===== config.mk =====
export PLATFORM = sky130hd
export DESIGN_NAME = csc_clock_supply
export DESIGN_NICKNAME = d
export VERILOG_FILES = /design/src/hdl/csc_pkg.sv /design/src/hdl/csc_sync.sv /design/src/hdl/csc_divider.sv /design/src/hdl/csc_clock_supply.sv
export SDC_FILE = /design/constraint.sdc
export NUM_CORES = 1
export LEC_CHECK = 0
export ABC_AREA = 1
export BUFFER_PORTS_ARGS = -buffer_cell sky130_fd_sc_hd__buf_2
export CORE_ASPECT_RATIO = 0.9
export CORE_MARGIN = 3
export CORE_UTILIZATION = 45
export CTS_BUF_LIST = sky130_fd_sc_hd__clkbuf_4
export CTS_CLUSTER_SIZE = 10
export DETAILED_ROUTE_END_ITERATION = 8
export PLACE_DENSITY = 0.74
export SYNTH_ARGS = -nofsm -noshare
export SYNTH_HDL_FRONTEND = slang
export SYNTH_SLANG_ARGS = --single-unit
export TNS_END_PERCENT = 5

===== constraint.sdc =====
create_clock -name ref_clk -period 2.2 [get_ports ref_clk]
set_input_delay 0 -clock ref_clk [delete_from_list [all_inputs] [get_ports ref_clk]]
set_output_delay 0 -clock ref_clk [all_outputs]
set_load 0.02 [all_outputs]

===== src/hdl/csc_pkg.sv =====
`default_nettype none
package csc_pkg;
	// Register byte offsets
	localparam logic [7:0] CSC_ADR_CTRL = 8'h00;
	localparam logic [7:0] CSC_ADR_TUNE = 8'h04;
	localparam logic [7:0] CSC_ADR_BAUD = 8'h08;
	localparam logic [7:0] CSC_ADR_STAT = 8'h0c;
	localparam logic [7:0] CSC_ADR_MASK = 8'h10;
	localparam logic [7:0] CSC_ADR_MON = 8'h14;
	localparam logic [7:0] CSC_ADR_WORD = 8'h18;
	localparam logic [7:0] CSC_ADR_RATIO = 8'h1c;
	// Control bits
	localparam int CSC_CTRL_CLKEN = 0;
	localparam int CSC_CTRL_SUPEN = 1;
	localparam int CSC_CTRL_ANAEN = 2;
	localparam int CSC_CTRL_BAND315 = 3;
	localparam int CSC_CTRL_OFFCMD = 4;
	localparam logic [3:0] CSC_CTRL_RESET = 4'h3;
	// Status and mask bits
	localparam int CSC_ST_WAKE = 0;
	localparam int CSC_ST_OSCGOOD = 1;
	localparam int CSC_ST_LOWBATT = 2;
	localparam int CSC_ST_SUPLOST = 3;
	// Tuning
	localparam logic [8:0] CSC_TUNE_RESET = 9'h0dd;
	localparam logic [11:0] CSC_TUNE_BASE = 12'he00;
	localparam logic [11:0] CSC_TUNE_MIN = 12'hedb;
	localparam logic [11:0] CSC_TUNE_MAX = 12'hfd5;
	localparam int CSC_LOW_BITS = 5;
	// Band multipliers doubled, ratio in units of 1/32768
	localparam logic [7:0] CSC_MULT2_433 = 8'h41;
	localparam logic [7:0] CSC_MULT2_868 = 8'h81;
	localparam logic [7:0] CSC_MULT2_315 = 8'h31;
	localparam logic [21:0] CSC_RATIO_OFS = 22'h000029;
	// Dividers: ref_clk runs at twice the crystal rate
	localparam int CSC_REF_PER_XTAL = 2;
	localparam int CSC_CLK_DIV = 3;
	localparam int CSC_BASE_DIV = 16;
	localparam logic [7:0] CSC_CLK_HALF_LIM =
		8'((CSC_CLK_DIV * CSC_REF_PER_XTAL) / 2 - 1);
	localparam logic [7:0] CSC_BASE_LIM =
		8'(CSC_BASE_DIV * CSC_REF_PER_XTAL - 1);
	localparam logic [1:0] CSC_STRAP_WAIT = 2'h3;
	typedef enum logic [0:0] {
		CSC_OFF = 1'b0,
		CSC_IDLE = 1'b1
	} csc_mode_e;
endpackage
`default_nettype wire


===== src/hdl/csc_sync.sv =====
`default_nettype none
module csc_sync #(
	parameter int WIDTH = 1
) (
	// Clock and reset
	input wire logic ref_clk,
	input wire logic reset_n,
	// Levels
	input wire logic [WIDTH-1:0] d,
	output logic [WIDTH-1:0] q
);
	logic [WIDTH-1:0] meta_r;

	always_ff @(posedge ref_clk) begin
		if (!reset_n) begin
			meta_r <= '0;
			q <= '0;
		end else begin
			meta_r <= d;
			q <= meta_r;
		end
	end
endmodule
`default_nettype wire


===== src/hdl/csc_divider.sv =====
`default_nettype none
module csc_divider (
	// Clock and reset
	input wire logic ref_clk,
	input wire logic reset_n,
	// Control
	input wire logic hold,
	input wire logic advance,
	input wire logic [7:0] limit,
	// Enable pulse
	output logic tick
);
	logic [7:0] count_r;
	wire atLimit = (count_r >= limit);

	always_ff @(posedge ref_clk) begin
		if (!reset_n || hold) begin
			count_r <= 8'h00;
			tick <= 1'b0;
		end else begin
			tick <= advance & atLimit;
			if (advance)
				count_r <= atLimit ? 8'h00 : 8'(count_r + 8'h01);
		end
	end
endmodule
`default_nettype wire


===== src/hdl/csc_clock_supply.sv =====
// Contract
// - RF ratio is band multiplier plus (word+20.5)/16384
// - Tuning word is 3584 plus two partial values
// - Controller clock output is crystal divided by three
// - First clock output period may be short
// - Controller clock has 50 percent duty
// - Base clock is crystal divided by sixteen
// - Bit-check and baud timed from base clock
// - Bit-check period set by range field, baud period by limit field
// - Controller reset low while supply output low
// - Power-on input high wakes the device
// - Any button input low wakes the device
// - Three supply monitor flags are provided
// - Supply output off by enable bit, on by wake
// - Low auxiliary supply at power-up enters OFF
// - Register accesses ignored while OFF
// - Oscillator good releases reset and, outside OFF, starts clock
`default_nettype none
module csc_clock_supply (
	// Clock and reset
	input wire logic ref_clk,
	input wire logic reset_n,
	// Wishbone slave
	input wire logic wb_cyc_i,
	input wire logic wb_stb_i,
	input wire logic wb_we_i,
	input wire logic [7:0] wb_adr_i,
	input wire logic [3:0] wb_sel_i,
	input wire logic [31:0] wb_dat_i,
	output logic [31:0] wb_dat_o,
	output logic wb_ack_o,
	// Wake and band pins
	input wire logic powerOnInput,
	input wire logic [4:0] buttonInput,
	input wire logic bandSelectPin,
	// Analog monitors
	input wire logic oscillatorGoodIn,
	input wire logic logicSupplyAbove,
	input wire logic supplyOutAbove,
	input wire logic supplyOutBelowLow,
	input wire logic auxSupplyHigh,
	// Controller clock and reset
	output logic clkOut,
	output logic mcuReset_n,
	// Supply switches
	output logic supplyOutSwitch,
	output logic analogSupplySwitch,
	output logic logicSupplySwitch,
	// Timing enables
	output logic baseClockTick,
	output logic bitcheckTick,
	output logic baudTick,
	// Interrupt
	output logic irq
);
	import csc_pkg::*;

	function automatic logic [31:0] laneMerge(input logic [31:0] old,
		input logic [31:0] din, input logic [3:0] sel);
		logic [31:0] res;
		res = old;
		for (int i = 0; i < 4; i++) begin
			if (sel[i])
				res[i*8 +: 8] = din[i*8 +: 8];
		end
		return res;
	endfunction

	// Synchronised pins
	logic [10:0] pinSync;
	csc_sync #(.WIDTH(11)) u_sync (
		.ref_clk(ref_clk),
		.reset_n(reset_n),
		.d({powerOnInput, buttonInput, bandSelectPin, oscillatorGoodIn,
			logicSupplyAbove, supplyOutAbove, supplyOutBelowLow}),
		.q(pinSync)
	);
	logic auxSync;
	csc_sync #(.WIDTH(1)) u_sync_aux (
		.ref_clk(ref_clk),
		.reset_n(reset_n),
		.d(auxSupplyHigh),
		.q(auxSync)
	);
	wire powerOn = pinSync[10];
	wire [4:0] buttons = pinSync[9:5];
	wire band433 = pinSync[4];
	wire oscGood = pinSync[3];
	wire logicGood = pinSync[2];
	wire supGood = pinSync[1];
	wire lowBatt = pinSync[0];

	// Registers
	csc_mode_e mode_r;
	logic [1:0] strapWait_r;
	logic strapDone_r;
	logic [3:0] ctrl_r;
	logic [8:0] tune_r;
	logic [1:0] baudRange_r;
	logic [5:0] bitLimit_r;
	logic [3:0] status_r;
	logic [3:0] mask_r;
	logic supplyOutOn_r;
	logic clkPhase_r;
	logic oscPrev_r;
	logic lowPrev_r;
	logic supPrev_r;
	logic [11:0] rfWord_r;
	logic [21:0] rfRatio_r;

	// Bus decode
	wire busReq = wb_cyc_i & wb_stb_i & ~wb_ack_o;
	wire isOff = (mode_r == CSC_OFF);
	wire busWr = busReq & wb_we_i & ~isOff;
	wire [31:0] wrCtrl = laneMerge({28'h0, ctrl_r}, wb_dat_i, wb_sel_i);
	wire [31:0] wrTune = laneMerge({23'h0, tune_r}, wb_dat_i, wb_sel_i);
	wire [31:0] wrBaud = laneMerge({24'h0, bitLimit_r, baudRange_r},
		wb_dat_i, wb_sel_i);
	wire [31:0] wrStat = laneMerge(32'h0, wb_dat_i, wb_sel_i);
	wire [31:0] wrMask = laneMerge({28'h0, mask_r}, wb_dat_i, wb_sel_i);
	wire selCtrl = busWr & (wb_adr_i == CSC_ADR_CTRL);
	wire selTune = busWr & (wb_adr_i == CSC_ADR_TUNE);
	wire selBaud = busWr & (wb_adr_i == CSC_ADR_BAUD);
	wire selStat = busWr & (wb_adr_i == CSC_ADR_STAT);
	wire selMask = busWr & (wb_adr_i == CSC_ADR_MASK);

	// Wake and OFF command
	wire wakeReq = powerOn | ~(&buttons);
	wire offCmd = selCtrl & wrCtrl[CSC_CTRL_OFFCMD] &
		~ctrl_r[CSC_CTRL_ANAEN] & ~powerOn & (&buttons);
	wire strapNow = ~strapDone_r & (strapWait_r == CSC_STRAP_WAIT);
	csc_mode_e modeNxt;
	assign modeNxt = strapNow ? (auxSync ? CSC_IDLE : CSC_OFF) :
		(isOff & strapDone_r & wakeReq) ? CSC_IDLE :
		offCmd ? CSC_OFF : mode_r;

	// Supply output enable: cleared by software, restored only by wake
	wire supplyOutNxt = (modeNxt == CSC_OFF) ? 1'b0 :
		(isOff | wakeReq) ? 1'b1 :
		(selCtrl & ~wrCtrl[CSC_CTRL_SUPEN]) ? 1'b0 : supplyOutOn_r;

	// Events, set wins over clear
	wire [3:0] events;
	assign events[CSC_ST_WAKE] = isOff & strapDone_r & wakeReq;
	assign events[CSC_ST_OSCGOOD] = oscGood & ~oscPrev_r;
	assign events[CSC_ST_LOWBATT] = lowBatt & ~lowPrev_r;
	assign events[CSC_ST_SUPLOST] = supPrev_r & ~supGood;
	wire [3:0] statClr = selStat ? wrStat[3:0] : 4'h0;
	wire [3:0] statusNxt = (status_r & ~statClr) | events;

	// Tuning word and RF ratio
	wire [11:0] partLow = {7'h0, tune_r[CSC_LOW_BITS-1:0]};
	wire [11:0] partHigh = {3'h0, tune_r[8:CSC_LOW_BITS], 5'h00};
	wire [11:0] wordNxt = 12'(CSC_TUNE_BASE + partLow + partHigh);
	wire [7:0] mult2 = ~band433 ? CSC_MULT2_868 :
		ctrl_r[CSC_CTRL_BAND315] ? CSC_MULT2_315 : CSC_MULT2_433;
	wire [21:0] ratioNxt = 22'({mult2, 14'h0000} + {9'h0, rfWord_r, 1'b0} +
		CSC_RATIO_OFS);
	wire wordInRange = (rfWord_r >= CSC_TUNE_MIN) &&
		(rfWord_r <= CSC_TUNE_MAX);

	// Clock dividers held in OFF mode and until oscillator good
	wire oscRun = oscGood & ~isOff;
	logic halfTick;
	csc_divider u_div_clk (
		.ref_clk(ref_clk),
		.reset_n(reset_n),
		.hold(~oscRun),
		.advance(1'b1),
		.limit(CSC_CLK_HALF_LIM),
		.tick(halfTick)
	);
	csc_divider u_div_base (
		.ref_clk(ref_clk),
		.reset_n(reset_n),
		.hold(~oscRun),
		.advance(1'b1),
		.limit(CSC_BASE_LIM),
		.tick(baseClockTick)
	);
	csc_divider u_div_bitcheck (
		.ref_clk(ref_clk),
		.reset_n(reset_n),
		.hold(~oscRun),
		.advance(baseClockTick),
		.limit({6'h00, baudRange_r}),
		.tick(bitcheckTick)
	);
	csc_divider u_div_baud (
		.ref_clk(ref_clk),
		.reset_n(reset_n),
		.hold(~oscRun),
		.advance(bitcheckTick),
		.limit({2'h0, bitLimit_r}),
		.tick(baudTick)
	);

	// Read mux
	wire [31:0] monWord = {25'h0, wordInRange, supplyOutOn_r, isOff,
		oscGood, lowBatt, supGood, logicGood};
	wire [31:0] rdData = isOff ? 32'h0 :
		(wb_adr_i == CSC_ADR_CTRL) ? {28'h0, ctrl_r} :
		(wb_adr_i == CSC_ADR_TUNE) ? {23'h0, tune_r} :
		(wb_adr_i == CSC_ADR_BAUD) ? {24'h0, bitLimit_r, baudRange_r} :
		(wb_adr_i == CSC_ADR_STAT) ? {28'h0, status_r} :
		(wb_adr_i == CSC_ADR_MASK) ? {28'h0, mask_r} :
		(wb_adr_i == CSC_ADR_MON) ? monWord :
		(wb_adr_i == CSC_ADR_WORD) ? {20'h0, rfWord_r} :
		(wb_adr_i == CSC_ADR_RATIO) ? {10'h0, rfRatio_r} : 32'h0;

	// Bus answer
	always_ff @(posedge ref_clk) begin
		if (!reset_n) begin
			wb_ack_o <= 1'b0;
			wb_dat_o <= 32'h0;
		end else begin
			wb_ack_o <= busReq;
			wb_dat_o <= busReq ? rdData : 32'h0;
		end
	end

	// Mode and power-up strap
	always_ff @(posedge ref_clk) begin
		if (!reset_n) begin
			mode_r <= CSC_OFF;
			strapWait_r <= 2'h0;
			strapDone_r <= 1'b0;
		end else begin
			mode_r <= modeNxt;
			if (!strapDone_r)
				strapWait_r <= 2'(strapWait_r + 2'h1);
			if (strapNow)
				strapDone_r <= 1'b1;
		end
	end

	// Software registers
	always_ff @(posedge ref_clk) begin
		if (!reset_n) begin
			ctrl_r <= CSC_CTRL_RESET;
			tune_r <= CSC_TUNE_RESET;
			baudRange_r <= 2'h0;
			bitLimit_r <= 6'h00;
			mask_r <= 4'h0;
			status_r <= 4'h0;
		end else begin
			if (selCtrl)
				ctrl_r <= wrCtrl[3:0];
			if (selTune)
				tune_r <= wrTune[8:0];
			if (selBaud)
				{bitLimit_r, baudRange_r} <= wrBaud[7:0];
			if (selMask)
				mask_r <= wrMask[3:0];
			status_r <= statusNxt;
		end
	end

	// Derived state and outputs
	always_ff @(posedge ref_clk) begin
		if (!reset_n) begin
			supplyOutOn_r <= 1'b0;
			clkPhase_r <= 1'b0;
			oscPrev_r <= 1'b0;
			lowPrev_r <= 1'b0;
			supPrev_r <= 1'b0;
			rfWord_r <= CSC_TUNE_BASE;
			rfRatio_r <= 22'h0;
			clkOut <= 1'b0;
			mcuReset_n <= 1'b0;
			supplyOutSwitch <= 1'b0;
			analogSupplySwitch <= 1'b0;
			logicSupplySwitch <= 1'b0;
			irq <= 1'b0;
		end else begin
			supplyOutOn_r <= supplyOutNxt;
			clkPhase_r <= ~oscRun ? 1'b0 : clkPhase_r ^ halfTick;
			oscPrev_r <= oscGood;
			lowPrev_r <= lowBatt;
			supPrev_r <= supGood;
			rfWord_r <= wordNxt;
			rfRatio_r <= ratioNxt;
			clkOut <= clkPhase_r & ctrl_r[CSC_CTRL_CLKEN] & oscRun;
			mcuReset_n <= supGood & oscGood;
			supplyOutSwitch <= supplyOutOn_r & ~isOff;
			analogSupplySwitch <= ~isOff & ctrl_r[CSC_CTRL_ANAEN];
			logicSupplySwitch <= ~isOff;
			irq <= |(status_r & mask_r);
		end
	end

	// Checks wait until registered state has left reset
	logic [2:0] warm_r;
	always_ff @(posedge ref_clk) begin
		if (!reset_n)
			warm_r <= 3'h0;
		else
			warm_r <= {warm_r[1:0], 1'b1};
	end

	logic [5:0] baseGap_r;
	logic baseSeen_r;
	always_ff @(posedge ref_clk) begin
		if (!reset_n || !oscRun) begin
			baseGap_r <= 6'h00;
			baseSeen_r <= 1'b0;
		end else begin
			baseGap_r <= baseClockTick ? 6'h00 : 6'(baseGap_r + 6'h01);
			if (baseClockTick)
				baseSeen_r <= 1'b1;
		end
	end
endmodule
`default_nettype wire


==> results of run 1 <==
flip-flops by register name, indices dropped and copies added (netlist names), 2 cells and up:
signal / count
u_div_baud.count_r: 8
baudRange_r: 2
u_div_clk.count_r: 8
status_r: 4
ctrl_r: 4
tune_r: 9
u_div_bitcheck.count_r: 8
wb_dat_o: 18
u_div_base.count_r: 8
mask_r: 4
bitLimit_r: 6
u_sync.q: 11
u_sync.meta_r: 11
rfWord_r: 9
rfRatio_r: 17
strapWait_r: 2
critical path: stages:
cell           delay (ns)
dlygate4sd3_1        0.53
buf_2                0.13
nor2_2               0.09
dlygate4sd3_1        0.58
nand3_1              0.14
nor2_4               0.20
inv_2                0.10
nor2_4               0.14
nand2_1              0.06
dlygate4sd3_1        0.56
nand3_1              0.08
through the flow:
step | setup WS [ns] | util | hold WS (ns) | area (um^2)
after floorplan | 0.749 | - | 0.0277 | 5810
after global placement | 0.616 | 0.504 | 0.182 | 6180
after detailed placement | 0.588 | 0.504 | 0.185 | 6180
after CTS | 0.00466 | 0.553 | 0.0108 | 6790
after global routing | 0.000440 | 0.555 | 0.0415 | 6810
final | 0.0820 | 0.555 | 0.0629 | 6810
cells in the mapped netlist, types with 4 or more instances:
| cell type | instances | area share |
|---|---|---|
| a21oi_1 | 48 | 0.042 |
| buf_4 | 16 | 0.021 |
| clkbuf_1 | 7 | 0.0046 |
| dfxtp_1 | 149 | 0.52 |
| ha_1 | 17 | 0.037 |
| inv_1 | 106 | 0.069 |
| inv_2 | 5 | 0.0033 |
| nand2_1 | 149 | 0.097 |
| nand2_2 | 4 | 0.0044 |
| nand3_1 | 27 | 0.024 |
| nand4_1 | 7 | 0.0076 |
| nor2_1 | 88 | 0.058 |
| nor2_2 | 5 | 0.0054 |
| nor2_4 | 8 | 0.016 |
| nor3_1 | 6 | 0.0052 |
| o211ai_1 | 5 | 0.0065 |
| o21ai_0 | 33 | 0.029 |
| xor2_1 | 5 | 0.0076 |
layer usage:
| layer | up-vias | track usage |
|---|---|---|
| met2 | 127 | 0.283 |
| met1 | 2052 | 0.213 |
| met3 | 23 | 0.0557 |
| li1 | 2453 | - |
| met5 | - | 0 |
| met4 | 0 | 0.0578 |
report_power, final:
group | switching, mW | internal [mW]
Clock | 0.947 | 0.562
Combinational | 0.174 | 0.116
Sequential | 0.0358 | 2.77
layout make-up:
cell class	count	area (um^2)	share of cell area
clock buffer	18	135	0.0198
clock inverter	12	108	0.0158
inverter	111	417	0.0612
multi-input combinational	452	2260	0.331
sequential	149	2980	0.438
tap	160	200	0.0294
timing repair buffer	104	713	0.105
cells by family after synthesis:
group           after synthesis  share of synthesized area
simple gates                307                      0.235
other cells                   1                   0.000653
fa+ha+maj                    17                     0.0371
compound gates              100                     0.0944
flops                       149                      0.520
xor+xnor                      8                     0.0122
buf+inv                     137                      0.101
what timing repair did:
item	in CTS	in global routing
endpoints found under the setup margin	0	18
endpoints found under the hold margin	57	0
buffers inserted	0	2
hold buffers	36	0
gates resized for setup	0	4
path summary, 6_finish.rpt:
kind | slack (ns) | end | depth (start not counted) | from
worst min register to register | 0.42 | wb_dat_o[13]$_SDFF_PP0_ | 2 | rfRatio_r[13]$_SDFF_PN0_
worst max-delay path | 0.08 | ctrl_r[0]$_SDFFE_PN1P_ | 11 | wb_adr_i[0]
worst min-delay path | 0.06 | status_r[2]$_SDFF_PN0_ | 6 | wb_we_i
worst max register to register | 0.21 | tune_r[8]$_SDFFE_PN0P_ | 8 | wb_ack_o$_SDFF_PN0_
==> results by group, run 1 <==
Power and ir drop
  – Max VDD drop: 0.475 mV
  – Pwr dens: 676 nW/um^2
  – Static leakage: 3.20 nW
  – Power, Total: 4.60 mW

Floorplan
  – Die area: 14,200 um^2
  – I/O pin count: 103
  – Row cnt: 38
  – Core Box Area: 12,300 um^2
  – Die span in x: 125 um
  – Initial core utilization: 0.468
  – Die height: 113 um

Synthesis
  – Register bit count reported by yosys: 149
  – Cells after synthesis: 719
  – Post-synth EDFFs: 0
  – Share of flip-flops with an asynchronous set or reset: 0
  – Yosys warns: 0
  – Netlist cell types: 37
  – Syn Area/Cell: 7.98 um^2
  – Seq/Total Area, Yosys: 0.520
  – Top FF cell, synth: dfxtp_1
  – Synthesized area: 5740 um^2

Routing
  – Vias/cell: 4.63
  – Post-route DRC: 0
  – Met3 Wirelength: 620 um
  – Final wirelength: 11,700 um
  – 1st-iter DRT viols: 289
  – Routed wire per std cell: 11.7 um
  – Max Used Layer: met4
  – Wire length on met1: 5460 um
  – WL met2: 5410 um
  – DR vias: 4,655
  – Iteration count of the initial detailed-routing pass: 6
  – Post-route ant nets: 0

Critical path
  – Critical Path Fanout Max: 6
  – Setup crit end kind: flip-flop
  – CP Class: in -> reg
  – CP Data Arrival Time: 2.59 ns
  – Worst EP required: 2.68 ns
  – Worst setup SP type: primary input

Clock network
  – H-tree levels: 4
  – Clk slew on worst S/H paths: 0.13 ns
  – Clk_lat worst skew: 0.53 ns
  – CTS tree: yes
  – Max Root-Sink Buffers: 2
  – Clock sinks: 149
  – CTS root buf: clkbuf_4
  – Number of buffers created by CTS: 17

Final layout
  – N_diodes: 0
  – Commonest cells after routing, fill and taps aside: nand2_1, dfxtp_1, inv_1
  – Layout cell share with drive strength beyond 1: 0.151
  – Final std cells w/o fill: 1,006
  – Synth-to-Final Area Change: 18.7%
  – Fillers: 1,165
  – Fin nets: 913

Global routing
  – GRT Residual Overflow: 0
  – Vias in the first global route: 4,341
  – Largest net degree at the start of global routing: 67
  – First-pass GRT wire length: 19,600 um
  – GRT Util Overall: 0.171
  – Initial antenna violation count: 0

Min path
  – Hold Path Class: in -> reg

Placed design
  – Inst Count DP: 938
  – RePlAce Congestion: 0.855
  – Post-DP HPWL: 8390 um
  – Number of port buffers: 64

Outcome
  – Outcome: finished, final reports clean

STA
  – Worst-margin pin slew: 0.630 ns
  – Setup_tns: 0 ns
  – Final clock skew: 0.0246 ns
  – Relative max-transition margin: 0.580
  – Pins Over Slew Limit: 0
  – Final-report setup violation count: 0
  – FMAX: 472 MHz
  – Tmin final: 2.12 ns
  – Period utilisation layout: 0.963
  – RSZ-0062 raised after global routing: no
  – Final Hold Fails: 0

Run
  – Number of max-cap violations: 0
No activity file was read; power rests on OpenSTA's default activity.
==> inputs of run 2 (changes only) <==
Settings changed: GPL_TIMING_DRIVEN set to 0.
==> results by group, run 2 (synthesized netlist as in run 1, its figures left out) <==
Outcome
  – Outcome: finished, final reports clean (unchanged)

STA
  – RSZ-0062 raised after global routing: no (unchanged)
  – Relative max-transition margin: 0.538 (was 0.580)
  – FMAX: 487 MHz (was 472 MHz)
  – Tmin final: 2.05 ns (was 2.12 ns)
  – Final Hold Fails: 0 (unchanged)
  – Final clock skew: 0.0151 ns (was 0.0246 ns)
  – Period utilisation layout: 0.932 (was 0.963)
  – Worst-margin pin slew: 0.693 ns (was 0.630 ns)
  – Pins Over Slew Limit: 0 (unchanged)
  – Setup_tns: 0 ns (unchanged)
  – Final-report setup violation count: 0 (unchanged)

Placed design
  – Inst Count DP: 962 (was 938)
  – Area after DPL: 6330 um^2 (was 6180 um^2)
  – Number of port buffers: 64 (unchanged)
  – RePlAce Congestion: 0.906 (was 0.855)
  – Post-DP HPWL: 9130 um (was 8390 um)

Power and ir drop
  – Pwr dens: 665 nW/um^2 (was 676 nW/um^2)
  – Static leakage: 3.27 nW (was 3.20 nW)
  – Max VDD drop: 0.470 mV (was 0.475 mV)

Clock network
  – Number of buffers created by CTS: 17 (unchanged)
  – Clk slew on worst S/H paths: 0.12 ns (was 0.13 ns)
  – CTS tree: yes (unchanged)
  – Max Root-Sink Buffers: 2 (unchanged)
  – Post-CTS Setup Bufs: 0 (unchanged)
  – Clk_lat worst skew: 0.53 ns (about the same)
  – H-tree levels: 4 (unchanged)
  – CTS root buf: clkbuf_4 (unchanged)
  – Clock sinks: 149 (unchanged)

Min path
  – Hold path endpoint: wb_dat_o[4]$_SDFF_PP0_ (was status_r[2]$_SDFF_PN0_)
  – Hold Path Class: in -> reg (unchanged)
  – Hold Path Stages: 6 (unchanged)
  – Hold_sp: wb_adr_i[4] (was wb_we_i)

Routing
  – Post-route DRC: 0 (unchanged)
  – 1st-iter DRT viols: 284 (was 289)
  – Iteration count of the initial detailed-routing pass: 5 (was 6)
  – Post-route ant nets: 0 (unchanged)
  – Vias/cell: 4.67 (was 4.63)
  – Final wirelength: 12,400 um (was 11,700 um)
  – Routed wire per std cell: 12.1 um (was 11.7 um)
  – DR vias: 4,804 (was 4,655)

Global routing
  – Initial antenna violation count: 0 (unchanged)
  – GRT Util Overall: 0.177 (was 0.171)
  – GRT Residual Overflow: 0 (unchanged)
  – Largest net degree at the start of global routing: 17 (was 67)
  – First-pass GRT wire length: 20,200 um (was 19,600 um)
  – Vias in the first global route: 4,379 (was 4,341)

Floorplan
  – Die height: 113 um (unchanged)
  – Core Box Area: 12,300 um^2 (unchanged)
  – Initial core utilization: 0.468 (unchanged)
  – I/O pin count: 103 (unchanged)
  – Die span in x: 125 um (unchanged)
  – Row cnt: 38 (unchanged)
  – Die area: 14,200 um^2 (unchanged)

Critical path
  – CP Class: in -> reg (unchanged)
  – Worst R2R Setup Slack: 0.24 ns (was 0.21 ns)
  – R2R depth: 8 (unchanged)
  – Largest stage delay, worst path: 0.63 ns (was 0.58 ns)
  – Worst setup SP type: primary input (unchanged)
  – Critical Path Fanout Max: 8 (was 6)
  – RR Endpoint: tune_r[8]$_SDFFE_PN0P_ (unchanged)
  – Reg2reg start: wb_ack_o$_SDFF_PN0_ (unchanged)
  – Worst EP required: 2.67 ns (was 2.68 ns)
  – Critical Path, Cell by Cell: dlygate4sd3_1 > buf_2 > inv_1 > nand3_1 > dlygate4sd3_1 > nor2_4 > dlygate4sd3_1 > a21oi_1 > a21oi_1 (was dlygate4sd3_1 > buf_2 > nor2_2 > dlygate4sd3_1 > nand3_1 > nor2_4 > inv_2 > nor2_4 > nand2_1 > dlygate4sd3_1 > nand3_1)
  – CP Data Arrival Time: 2.52 ns (was 2.59 ns)
  – Slowest stage cell, crit path: dlygate4sd3_1 (unchanged)
  – Top cell by count, worst path: dlygate4sd3_1 (unchanged)
  – Setup crit end kind: flip-flop (unchanged)

Final layout
  – Fillers: 1,167 (was 1,165)
  – Max reg flops: 18 (unchanged)
  – Fin area: 6930 um^2 (was 6810 um^2)
  – Fin util: 0.565 (was 0.555)
  – Fin nets: 934 (was 913)
  – Final std cells w/o fill: 1,028 (was 1,006)
  – Synth-to-Final Area Change: 20.6% (was 18.7%)
  – Commonest cells after routing, fill and taps aside: nand2_1, dfxtp_1, inv_1 (unchanged)
  – Top Registers: wb_dat_o x18, rfRatio_r x17 (unchanged)
  – Layout cell share with drive strength beyond 1: 0.161 (was 0.151)
  – Largest register by flop count: wb_dat_o (unchanged)
  – N_diodes: 0 (unchanged)

Run
  – Number of max-cap violations: 0 (unchanged)
## run 2: cell types whose count changed in the layout (fill, tap and decap cells not counted), sizes merged
| cell | previous run | this run |
|---|---|---|
| buf | 68 | 83 |
| clkinv | 7 | 6 |
| clkinvlp | 2 | 5 |
| dlymetal6s4s | 1 | 0 |
| clkbuf | 18 | 24 |
## run 2: final cells by class
cell class | count | area (um^2) | share of cell area
plain buffers | 26 | 165 | 0.0238
repair buffers | 99 | 671 | 0.0968
multi-input cells | 452 | 2250 | 0.325
inverters | 111 | 417 | 0.0602
flip-flops and latches | 149 | 2980 | 0.431
clock buffers | 17 | 128 | 0.0184
well taps | 160 | 200 | 0.0289
clock inverters | 14 | 113 | 0.0163
## run 2: report_power, final
group | switching, mW | internal (mW) | leakage (nW) | total [mW]
sequential | 0.0369 | 2.77 | 1.22 | 2.81
clock | 0.941 | 0.542 | 0.121 | 1.48
combinational | 0.185 | 0.133 | 1.93 | 0.319
total | 1.16 | 3.44 | 3.27 | 4.61
## run 2: worst max-delay path: cells and delay by family
kind,cells,cell delay (ns)
AOI/OAI and AO/OA,2,0.25
and+or+nand+nor,2,0.29
buffers and inverters,5,1.97
## run 2: through the flow
stage               power [mW]  hold WS, ns  setup slack (ns)
finish                    4.61       0.0300             0.149
global route              4.79       0.0488            0.0537
CTS                       4.64      0.00817             0.170
detailed placement        3.14        0.136             0.550
global placement          3.13        0.130             0.596
floorplan                 3.04       0.0277             0.749
## run 2: repair_timing
item                                    in CTS  in global routing
endpoints found under the hold margin       53                  0
endpoints found under the setup margin       0                  1
hold buffers                                35                  0
resized for setup                            0                  1
## run 2: how the worst max path moves through the flow
| stage | start | end | slack (ns) |
|---|---|---|---|
| after floorplan | wb_ack_o$_SDFF_PN0_ | bitLimit_r[3]$_SDFFE_PN0P_ | 0.75 |
| after global placement | bitLimit_r[5]$_SDFFE_PN0P_ | u_div_baud.count_r[1]$_SDFFE_PN0P_ | 0.60 |
| after detailed placement | bitLimit_r[5]$_SDFFE_PN0P_ | u_div_baud.count_r[1]$_SDFFE_PN0P_ | 0.55 |
| after CTS | wb_ack_o$_SDFF_PN0_ | tune_r[8]$_SDFFE_PN0P_ | 0.17 |
| after global routing | wb_ack_o$_SDFF_PN0_ | tune_r[8]$_SDFFE_PN0P_ | 0.05 |
| final | wb_adr_i[2] | wb_dat_o[6]$_SDFF_PP0_ | 0.15 |
## run 2: per-layer routing
metal  up-vias  global-route usage  wire, um
met4         0              0.0672       234
met2       134               0.298      5730
li1       2490                   -         -
met5         -                   0         0
met3        24              0.0425       786
met1      2156               0.222      5690
